==> src/vicr_consts.vh <==
// Overview of operation
// - Bits 31 to 29 report the virtual priority bit count minus one, with at least five bits implemented.
// - Bits 28 to 26 report the virtual preemption bit count minus one, with at least five bits implemented.
// - The reported preemption count never exceeds the reported priority count.
// - Bits 25 to 23 give the identifier width, 000 for 16 bits and 001 for 24 bits, and no other code is reported.
// - Bit 22 is one only when the virtual interface can raise system error interrupts.
// - Bit 21 is one when nonzero top-level affinity is accepted in software interrupt generation.
// - Bit 20 is zero when direct injection is supported and one when it is not.
// - Bit 19 is one when separate trapping of virtual deactivate writes is supported.
// - Bits 4 to 0 report the list register count minus one, sixteen at most.
// - With no hypervisor level, reads from the highest level return zero except bit 20, which reads one.
// - The register is read with coprocessor 1111, opcode1 100, CRn 1100, CRm 1011 and opcode2 001.
// - A hypervisor-level access with its system register enable low is undefined, otherwise it returns the value.
// - A kernel-level access traps to the hypervisor with code 03 when a hypervisor level exists and the trap bit is set, else it is undefined.
`ifndef VICR_CONSTS_VH
`define VICR_CONSTS_VH

`define VICR_PRI_HI      31
`define VICR_PRI_LO      29
`define VICR_PRE_HI      28
`define VICR_PRE_LO      26
`define VICR_ID_HI       25
`define VICR_ID_LO       23
`define VICR_SEI_BIT     22
`define VICR_A3_BIT      21
`define VICR_NODI_BIT    20
`define VICR_SDT_BIT     19
`define VICR_LR_HI       4
`define VICR_LR_LO       0

`define VICR_PRI_MIN     3'h4
`define VICR_ID_16       3'h0
`define VICR_ID_24       3'h1
`define VICR_LR_MAX      5'h0F

`define VICR_COPROC      4'hF
`define VICR_OPC1        3'h4
`define VICR_CRN         4'hC
`define VICR_CRM         4'hB
`define VICR_OPC2        3'h1

`define VICR_EL0         2'h0
`define VICR_EL1         2'h1
`define VICR_EL2         2'h2
`define VICR_EL3         2'h3

`define VICR_TRAP_EC     6'h03
`define VICR_ZERO32      32'h00000000

`endif

==> src/vicr_value.v <==
`include "vicr_consts.vh"

module vicr_value #(
  parameter [2:0] PRI_M1   = 3'h4,
  parameter [2:0] PRE_M1   = 3'h4,
  parameter [2:0] ID_CODE  = 3'h0,
  parameter       SEI_SUP  = 1'b0,
  parameter       A3_SUP   = 1'b0,
  parameter       DI_SUP   = 1'b0,
  parameter       SDT_SUP  = 1'b0,
  parameter [4:0] LR_M1    = 5'h03
) (
  output wire [31:0] value
);

  // Clamp configuration so an illegal setting can never be reported.
  wire [2:0] pri_w;
  wire [2:0] pre_w;
  wire [2:0] id_w;
  wire [4:0] lr_w;

  assign pri_w = (PRI_M1 < `VICR_PRI_MIN) ? `VICR_PRI_MIN : PRI_M1;
  assign pre_w = (PRE_M1 < `VICR_PRI_MIN) ? `VICR_PRI_MIN :
                 ((PRE_M1 > pri_w) ? pri_w : PRE_M1);
  assign id_w  = (ID_CODE == `VICR_ID_24) ? `VICR_ID_24 : `VICR_ID_16;
  assign lr_w  = (LR_M1 > `VICR_LR_MAX) ? `VICR_LR_MAX : LR_M1;

  assign value = {pri_w, pre_w, id_w,
                  SEI_SUP[0],
                  A3_SUP[0],
                  ~DI_SUP[0],
                  SDT_SUP[0],
                  14'h0000, lr_w};

endmodule

==> src/vicr_capability.v <==
`include "vicr_consts.vh"

module vicr_capability #(
  parameter [2:0] PRI_M1   = 3'h4,
  parameter [2:0] PRE_M1   = 3'h4,
  parameter [2:0] ID_CODE  = 3'h0,
  parameter       SEI_SUP  = 1'b0,
  parameter       A3_SUP   = 1'b0,
  parameter       DI_SUP   = 1'b0,
  parameter       SDT_SUP  = 1'b0,
  parameter [4:0] LR_M1    = 5'h03,
  parameter       HYP_IMPL = 1'b1
) (
  input  wire        clk,
  input  wire        rst,
  input  wire        ce,
  input  wire        req_valid,
  input  wire        req_read,
  input  wire [3:0]  req_coproc,
  input  wire [2:0]  req_opc1,
  input  wire [3:0]  req_crn,
  input  wire [3:0]  req_crm,
  input  wire [2:0]  req_opc2,
  input  wire [1:0]  req_el,
  input  wire        hyp_sysreg_enable,
  input  wire        monitor_sysreg_enable,
  input  wire        hyp_coproc_trap_bit,
  output reg         rsp_valid,
  output reg         rsp_hit,
  output reg  [31:0] rsp_data,
  output reg         rsp_undef,
  output reg         rsp_trap,
  output reg  [5:0]  rsp_trap_code
);

  // ------------------------------------------------------------
  // Capability value
  // ------------------------------------------------------------
  wire [31:0] cap_value;
  wire [31:0] no_hyp_value;
  wire [31:0] read_value;

  vicr_value #(
    .PRI_M1  (PRI_M1),
    .PRE_M1  (PRE_M1),
    .ID_CODE (ID_CODE),
    .SEI_SUP (SEI_SUP),
    .A3_SUP  (A3_SUP),
    .DI_SUP  (DI_SUP),
    .SDT_SUP (SDT_SUP),
    .LR_M1   (LR_M1)
  ) u_value (
    .value (cap_value)
  );

  // Without a hypervisor level only the direct-injection-unsupported bit is set.
  assign no_hyp_value = `VICR_ZERO32 | (32'h00000001 << `VICR_NODI_BIT);
  assign read_value   = HYP_IMPL ? cap_value : no_hyp_value;

  // ------------------------------------------------------------
  // Access decode
  // ------------------------------------------------------------
  wire enc_hit;
  wire is_el1;
  wire is_el2;
  wire is_el3;
  wire rd_ok;
  wire trap_nxt;
  wire undef_nxt;

  // Writes match no encoding: the register has no write path.
  assign enc_hit = req_read && (req_coproc == `VICR_COPROC) && (req_opc1 == `VICR_OPC1) &&
                   (req_crn == `VICR_CRN) && (req_crm == `VICR_CRM) &&
                   (req_opc2 == `VICR_OPC2);
  assign is_el1  = (req_el == `VICR_EL1);
  assign is_el2  = (req_el == `VICR_EL2) && HYP_IMPL;
  assign is_el3  = (req_el == `VICR_EL3);

  assign rd_ok     = (is_el2 && hyp_sysreg_enable) || (is_el3 && monitor_sysreg_enable);
  assign trap_nxt  = is_el1 && HYP_IMPL && hyp_coproc_trap_bit;
  assign undef_nxt = !rd_ok && !trap_nxt;

  // ------------------------------------------------------------
  // Response registers
  // ------------------------------------------------------------
  always @(posedge clk) begin
    if (rst) begin
      rsp_valid     <= 1'b0;
      rsp_hit       <= 1'b0;
      rsp_data      <= `VICR_ZERO32;
      rsp_undef     <= 1'b0;
      rsp_trap      <= 1'b0;
      rsp_trap_code <= 6'h00;
    end else if (ce) begin
      rsp_valid <= req_valid;
      rsp_hit   <= req_valid && enc_hit;
      if (req_valid && enc_hit) begin
        rsp_data      <= rd_ok ? read_value : `VICR_ZERO32;
        rsp_undef     <= undef_nxt;
        rsp_trap      <= trap_nxt;
        rsp_trap_code <= trap_nxt ? `VICR_TRAP_EC : 6'h00;
      end else begin
        rsp_data      <= `VICR_ZERO32;
        rsp_undef     <= 1'b0;
        rsp_trap      <= 1'b0;
        rsp_trap_code <= 6'h00;
      end
    end
  end

endmodule

==> config.mk <==
export PLATFORM = sky130hd
export DESIGN_NAME = vicr_capability
export DESIGN_NICKNAME = d
export VERILOG_FILES = /design/src/vicr_value.v /design/src/vicr_capability.v
export VERILOG_INCLUDE_DIRS = /design/src
export SDC_FILE = /design/constraint.sdc
export NUM_CORES = 1
export LEC_CHECK = 0
export BUFFER_PORTS_ARGS = -buffer_cell sky130_fd_sc_hd__clkbuf_2
export CAP_MARGIN = 20
export CORE_UTILIZATION = 30
export CTS_CLUSTER_DIAMETER = 40
export DETAILED_ROUTE_END_ITERATION = 10
export GPL_ROUTABILITY_DRIVEN = 0
export GPL_TIMING_DRIVEN = 0
export PLACE_DENSITY = 0.78
export RECOVER_POWER = 50
export SYNTH_ARGS = -nofsm -noshare
export SYNTH_HDL_FRONTEND = slang
export SYNTH_SLANG_ARGS = --single-unit
==> constraint.sdc <==
create_clock -name clk -period 1.2 [get_ports clk]
set_input_delay 0.12 -clock clk [delete_from_list [all_inputs] [get_ports clk]]
set_output_delay 0.12 -clock clk [all_outputs]
set_load 0.02 [all_outputs]
==> results of run 1 <==
==> worst max-delay path: stages (launching register included) <==
cell	delay, ps
dfxtp_1	400
buf_4	130
clkbuf_2	150
==> how the worst max path moves through the flow <==
| stage | to | depth (start not counted) | slack, ps |
|---|---|---|---|
| after floorplan | rsp_trap_code[0] | 4 | 290 |
| after global placement | rsp_undef | 5 | 120 |
| after CTS | rsp_data[20] | 2 | 140 |
| after detailed placement | rsp_undef | 5 | 110 |
| final | rsp_data[1] | 2 | 160 |
| after global routing | rsp_data[20] | 2 | 90 |
==> cell families (layout without fill, tap and decap cells) <==
family | Yosys count | in the layout
buffers and inverters | 37 | 79
and+or+nand+nor | 19 | 19
AOI/OAI and AO/OA | 5 | 5
DFF | 5 | 5
other | 1 | 31
muxes | 1 | 1
==> cells in the mapped netlist <==
library cell and n:
nor4_1 2, nand4b_1 2, nor2_1 1, conb_1 1, a21oi_1 2, nand2b_1 2
o21ai_1 3, and4_1 1, nand2_1 8, nand3b_1 1, nor4bb_1 1, dfxtp_1 5
buf_4 37, nand3_1 1, mux2_2 1
==> metrics by stage <==
step	cells	power [mW]	instance area, um^2	utilization, %
floorplan	98	0.353	638	-
global placement	152	0.398	848	53.8
detailed placement	152	0.400	848	53.8
CTS	156	0.597	875	55.5
global route	156	0.630	868	55.1
finish	156	0.591	868	55.1
==> layout make-up <==
type | instances | area, um^2
plain buffers | 37 | 278
clock buffers | 4 | 26.3
fillers | 159 | 708
multi-input cells | 56 | 260
flip-flops and latches | 5 | 100
well taps | 16 | 20.0
repair buffers | 38 | 184
==> routing by layer <==
metal | vias up | wire length (um) | global-route usage (%)
li1 | 301 | - | -
met1 | 209 | 325 | 8.50
met2 | 30 | 560 | 21.8
met3 | 0 | 137 | 3.75
met4 | 0 | 0 | 5.45
met5 | - | 0 | 0
==> registers in the layout, summed over array words and instances, names as in the netlist <==
signal and cells:
rsp_data 1, rsp_hit 1, rsp_trap_code 1, rsp_undef 1, rsp_valid 1
==> power by group through the flow <==
stage / Combinational (mW) / Clock [mW] / Sequential, mW
after floorplan: 0.178 / 0 / 0.175
after global placement: 0.226 / 0 / 0.172
after detailed placement: 0.228 / 0 / 0.172
after CTS: 0.228 / 0.200 / 0.169
after global routing: 0.250 / 0.211 / 0.169
final: 0.231 / 0.190 / 0.169
==> impl_results.md, run 1 <==
* First-pass GRT wire length at 1550 um
* Vias per cell at 3.46
* Largest cells by area after synthesis: buf_4 (53%), dfxtp_1 (19%), nand2_1 (5.7%)
* Critical Path Source: rsp_data[28]
* FMAX at 966 MHz
* Worst Slack Setup Final at 165 ps
* Starting Density at 33.3%
* Iter 0 DRT Violations at 8
* Reg2Reg Depth at 2
* R2R Path End: rsp_data[28]
* Post-layout min period at 1040 ps
* Post-synthesis instance total at 68
* Max cap viols at 0
* TNS Setup at 0 ps
* Core footprint at 1580 um^2
* Peak VDD IR at 0.000285 V
* Number of buffers created by CTS at 3
* Die height at 43.9 um
* Synth Register Bits at 5
* RSZ-0062 raised after global routing: false
* CTS resizes at 0
* DR vias at 540
* Final Max Slew Viols at 0
* Total track usage at 10.6%
* Number of global-route vias before repair at 426
* Commonest non-fill, non-tap cells in the layout: buf_4 (37), clkbuf_2 (33), conb_1 (31)
* Port Buffers at 38
* Cell area after synthesis at 526 um^2
* Fin crit share at 86.3%
* Endpoint, Worst Hold: rsp_hit
* XOR/XNOR Fraction of Synth Area at 0%
* DR DRC count at 4
* Clock Skew at 0 ps
* Number of library cell types mapped by synthesis at 15
* Final net count at 169
* Pre-CTS WS at 110 ps
* Reg2Reg Launch Point: rsp_data[28]
* I/O Pins at 70
* CTS clk-pin slew, worst paths at 50 ps
* Critical path type: flop to output port
* DIE WIDTH at 43.9 um
* Seq/Total Area, Yosys at 19.0%
* HPWL Detailed at 965 um
* Largest net degree at the start of global routing at 7
* Worst Path Required at 1080 ps
* Grt ovf at 0
* CP Launch Type: flop
* Average cell area after synthesis at 7.73 um^2
* Hold buffer count at CTS at 0
* Die area at 1920 um^2
* CTS tree: yes
* Clk pwr share at 32.2%
* Hold path start: rst
* Status: finished, violations left
* Portion of netlist area occupied by mux cells at 2.14%
* DR pass1 iterations at 8
* Leading cell type in the layout, fill and taps excluded: buf_4
* Reg2reg setup slack at 590 ps
* Post-synth top area cell: buf_4
* Post-route ant nets at 0
* Compound-Gate Fraction of Synth Area at 4.76%
* Largest family of logic cells by synthesized area: buffers and inverters
* # clock sinks at 5
* Cell Rows at 14
* Longest Clk Path Bufs at 2
* P_int at 0.403 mW
* Combinational group share of total power at 39.1%
* Htree depth at 1
* Worst Hold Class: primary input to flop
* Post-CTS setup buffers at 0
* Hold Crit Depth at 2
* CP Max Fanout at 6
* Critical Path AT at 920 ps
* Share of layout cells above drive strength 1 at 52.9%
* Synth Area in Simple Gates at 20.5%
* Final Setup Violations at 0
* Yosys top cell area share at 52.9%
* Antenna cell count at 0
* Sw power at 0.188 mW
* Initial antenna violation count at 0
* CTS root buffer: clkbuf_4
* Final WL at 1020 um
* Clk_lat worst skew at 230 ps
* Final hold slack at 84.1 ps
* Pwr/cell area at 681 nW/um^2
* Synth warn at 0
* Synth-to-layout area growth at 65.2%
* Post-Synth Adder-Cell Area at 0%
* Sw Share at 31.8%
* Wire per inst at 6.56 um
* Leakage at 0.545 nW
* Sequential Power Share at 28.7%
* Failing checks: DRC
* Final hold violation count at 0
* Worst setup EP type: output port
No activity file was read; power rests on OpenSTA's default activity.
==> run 2: changes to the inputs <==
Settings changed: ABC_AREA set to 1, CORE_UTILIZATION 30 to 31.
==> run 2 against run 1 <==
Effect of this change: the run now ends clean; sequential share of layout area shrank 0.52 points; flip-flop and latch count unchanged; maximum frequency is 2.1% lower; core utilization up 2.0 points; cell area grew 4.8%; die area rose by 2.4%; worst setup slack got worse by 22 ps; combinational power rose by 3%; sequential power barely moved; global-route usage is 1.1 points higher; clock skew unchanged; clock power up 7%; largest cell class unchanged.
==> impl_results.md, run 2 <==
* Post-synthesis instance total at 83 (+22%)
* CP Max Fanout at 6 (unchanged)
* CTS resizes at 0 (unchanged)
* # clock sinks at 5 (unchanged)
* Wire per inst at 6.80 um (+3.7%)
* Die height at 44.4 um (+1.2%)
* Synth async-reset ratio at 0% (unchanged)
* Synth Register Bits at 5 (unchanged)
* Post-route ant nets at 0 (unchanged)
* Most common flop cell mapped by yosys: dfxtp_1
* DR vias at 604 (+12%)
* Core footprint at 1590 um^2 (+1.1%)
* I/O Pins at 70 (unchanged)
* Die area at 1970 um^2 (+2.4%)
* Slowest stage delay, CP at 410 ps (about the same)
* Fin crit share at 88.1% (+1.8 points)
* Number of library cell types mapped by synthesis at 11 (-4)
* GR Layer Usage met3 at 2.86% (-0.89 points)
* Reg2reg setup slack at 510 ps (-80 ps)
* Layer with the highest usage: met2
* Met1 usage at 11.4% (+2.9 points)
* Htree depth at 1 (unchanged)
* FMAX at 946 MHz (-2.1%)
* Leakage at 0.581 nW (+6.7%)
* Sw Share at 34.1% (+2.3 points)
* Combinational group share of total power at 38.9% (-0.2 points)
* Post-layout min period at 1060 ps (+21.7 ps)
* Worst setup EP type: output port
* Total track usage at 11.7% (+1.1 points)
* Final Setup Violations at 0 (unchanged)
* Peak VDD IR at 0.000322 V (+13%)
* DR DRC count at 0 (-4)
* Final net count at 184 (+8.9%)
* Clk pwr share at 33.4% (+1.2 points)
* Delay-heaviest family, CP: flip-flops
* Port Buffers at 38 (unchanged)
* Antenna cell count at 0 (unchanged)
* Critical path type: flop to output port
* Synth-to-layout area growth at 63.4%
* Cell Rows at 14 (unchanged)
* Pwr/cell area at 671 nW/um^2 (-1.4%)
* Worst Path Required at 1080 ps (about the same)
* CP bufs+invs at 2 (unchanged)
* Number of global-route vias before repair at 496 (+16%)
* Slowest-stage cell, CP: dfxtp_1
* Synth top cells by count: buf_4 (37), nand2_1 (12), nor2_1 (8)
* DR pass1 iterations at 4 (-4)
* RSZ-0062 raised after global routing: false
* Seq/Total Area, Yosys at 18.0% (-1.1 points)
* Status: finished clean
* Critical Path Source: rsp_data[28]
* Final hold violation count at 0 (unchanged)
* Yosys top cell area share at 49.9% (-3.0 points)
* Most numerous cell in the Yosys netlist: buf_4
* Largest cells by area after synthesis: buf_4 (50%), dfxtp_1 (18%), nand2_1 (8.1%)
* Grt met2 use at 22.6% (+0.86 points)
* Max cap viols at 0 (unchanged)
* Cell area after synthesis at 557 um^2 (+6.0%)
* Largest net degree at the start of global routing at 7 (unchanged)
* Reg2Reg Depth at 2 (unchanged)
* Final hold slack at 108 ps (+23.9 ps)
* Post-CTS setup buffers at 0 (unchanged)
* Final Max Slew Viols at 0 (unchanged)
* Leading cell type in the layout, fill and taps excluded: buf_4
* Worst Hold Class: primary input to flop
* Worst path depth at 2 (unchanged)
* Critical Path AT at 940 ps (+20 ps)
* Final WL at 1220 um (+19%)
* Setup crit end: rsp_data[28]
* Grt ovf at 0 (unchanged)
* Worst path cell trace: buf_4 -> clkbuf_2
* Share of layout cells above drive strength 1 at 49.0% (-3.8 points)
* Starting Density at 34.9% (+1.6 points)
* Clock Skew at 0 ps (unchanged)
* First-pass GRT wire length at 1710 um (+10%)
* CTS root buffer: clkbuf_4
* Hold buffer count at CTS at 0 (unchanged)
* P_int at 0.402 mW (-0.16%)
* Initial antenna violation count at 0 (unchanged)
* Clk_lat worst skew at 240 ps (about the same)
* Iter 0 DRT Violations at 7 (-1)
* Number of buffers created by CTS at 3 (unchanged)
* CTS tree: yes
* R2R Path End: rsp_data[28]
* Reg2Reg Launch Point: rsp_data[28]
* Sw power at 0.208 mW (+11%)
* Layout Utilization at 57.1% (+2.0 points)
* Fillcell total at 151 (-5.0%)
* Post-synth EDFFs at 0 (unchanged)
* Commonest non-fill, non-tap cells in the layout: buf_4 (37), clkbuf_2 (35), conb_1 (31)
* Post-synth top area cell: buf_4
* Longest Clk Path Bufs at 2 (unchanged)
* HPWL Detailed at 1110 um (+15%)
* Average cell area after synthesis at 6.71 um^2 (-13%)
* TNS Setup at 0 ps (unchanged)
* CP Launch Type: flop
* Synth warn at 0 (unchanged)
* DIE WIDTH at 44.4 um (+1.2%)
* Vias per cell at 3.37 (-2.5%)
* CTS clk-pin slew, worst paths at 50 ps (about the same)
* Sequential Power Share at 27.7% (-1.0 points)
## run 2: cell types whose count changed after synthesis, sizes merged
cell and change:
nand2b -2, nor4bb -1, a21oi +3, mux2 -1, inv +5, nand4b -2, and4 -1, nor4 -2
nand2 +4, nand4 +1, nor2 +9, nand3 +5, o21ai -3
## run 2: worst min path at each step
stage | startpoint | end | slack, ps | cells after the start
after floorplan | rst | rsp_data[28] | 190 | 1
after global placement | rst | rsp_trap_code[0] | 350 | 2
after detailed placement | rst | rsp_hit | 360 | 2
after CTS | rst | rsp_hit | 100 | 2
after global routing | rst | rsp_valid | 110 | 2
final | rst | rsp_valid | 110 | 2
## run 2: cell type report
cell class / instances / area, um^2 / area share (%)
Multi-Input combinational cell: 66 / 270 / 29.7
Clock buffer: 4 / 26.3 / 2.89
Tap cell: 24 / 30.0 / 3.30
Buffer: 37 / 278 / 30.5
Sequential cell: 5 / 100 / 11.0
Inverter: 5 / 18.8 / 2.06
Timing Repair Buffer: 38 / 186 / 20.5
## run 2: logic make-up after synthesis
family | count (synthesis) | share of synthesized area [%]
simple gates | 30 | 23.6
buf+inv | 42 | 53.3
compound gates | 5 | 4.49
flops | 5 | 18.0
other cells | 1 | 0.674
## run 2: stage by stage
step | area (um^2) | instances | setup slack (ps) | power [mW]
5_1_grt | 910 | 179 | 83.8 | 0.643
3_3_place_gp | 890 | 175 | 317 | 0.405
3_5_place_dp | 890 | 175 | 277 | 0.406
6_report | 910 | 179 | 143 | 0.610
2_1_floorplan | 669 | 113 | 400 | 0.356
4_1_cts | 916 | 179 | 127 | 0.614
## run 2: power by group through the flow
stage | clock network, mW | logic (mW) | registers (mW)
2_1_floorplan | 0 | 0.181 | 0.175
3_3_place_gp | 0 | 0.233 | 0.172
3_5_place_dp | 0 | 0.233 | 0.172
4_1_cts | 0.212 | 0.234 | 0.169
5_1_grt | 0.218 | 0.256 | 0.169
6_report | 0.204 | 0.238 | 0.169
## run 2: layer usage
| metal | vias up | routed length (um) |
|---|---|---|
| met2 | 49 | 592 |
| met5 | - | 0 |
| met4 | 0 | 0 |
| met3 | 0 | 161 |
| met1 | 223 | 464 |
| li1 | 332 | - |
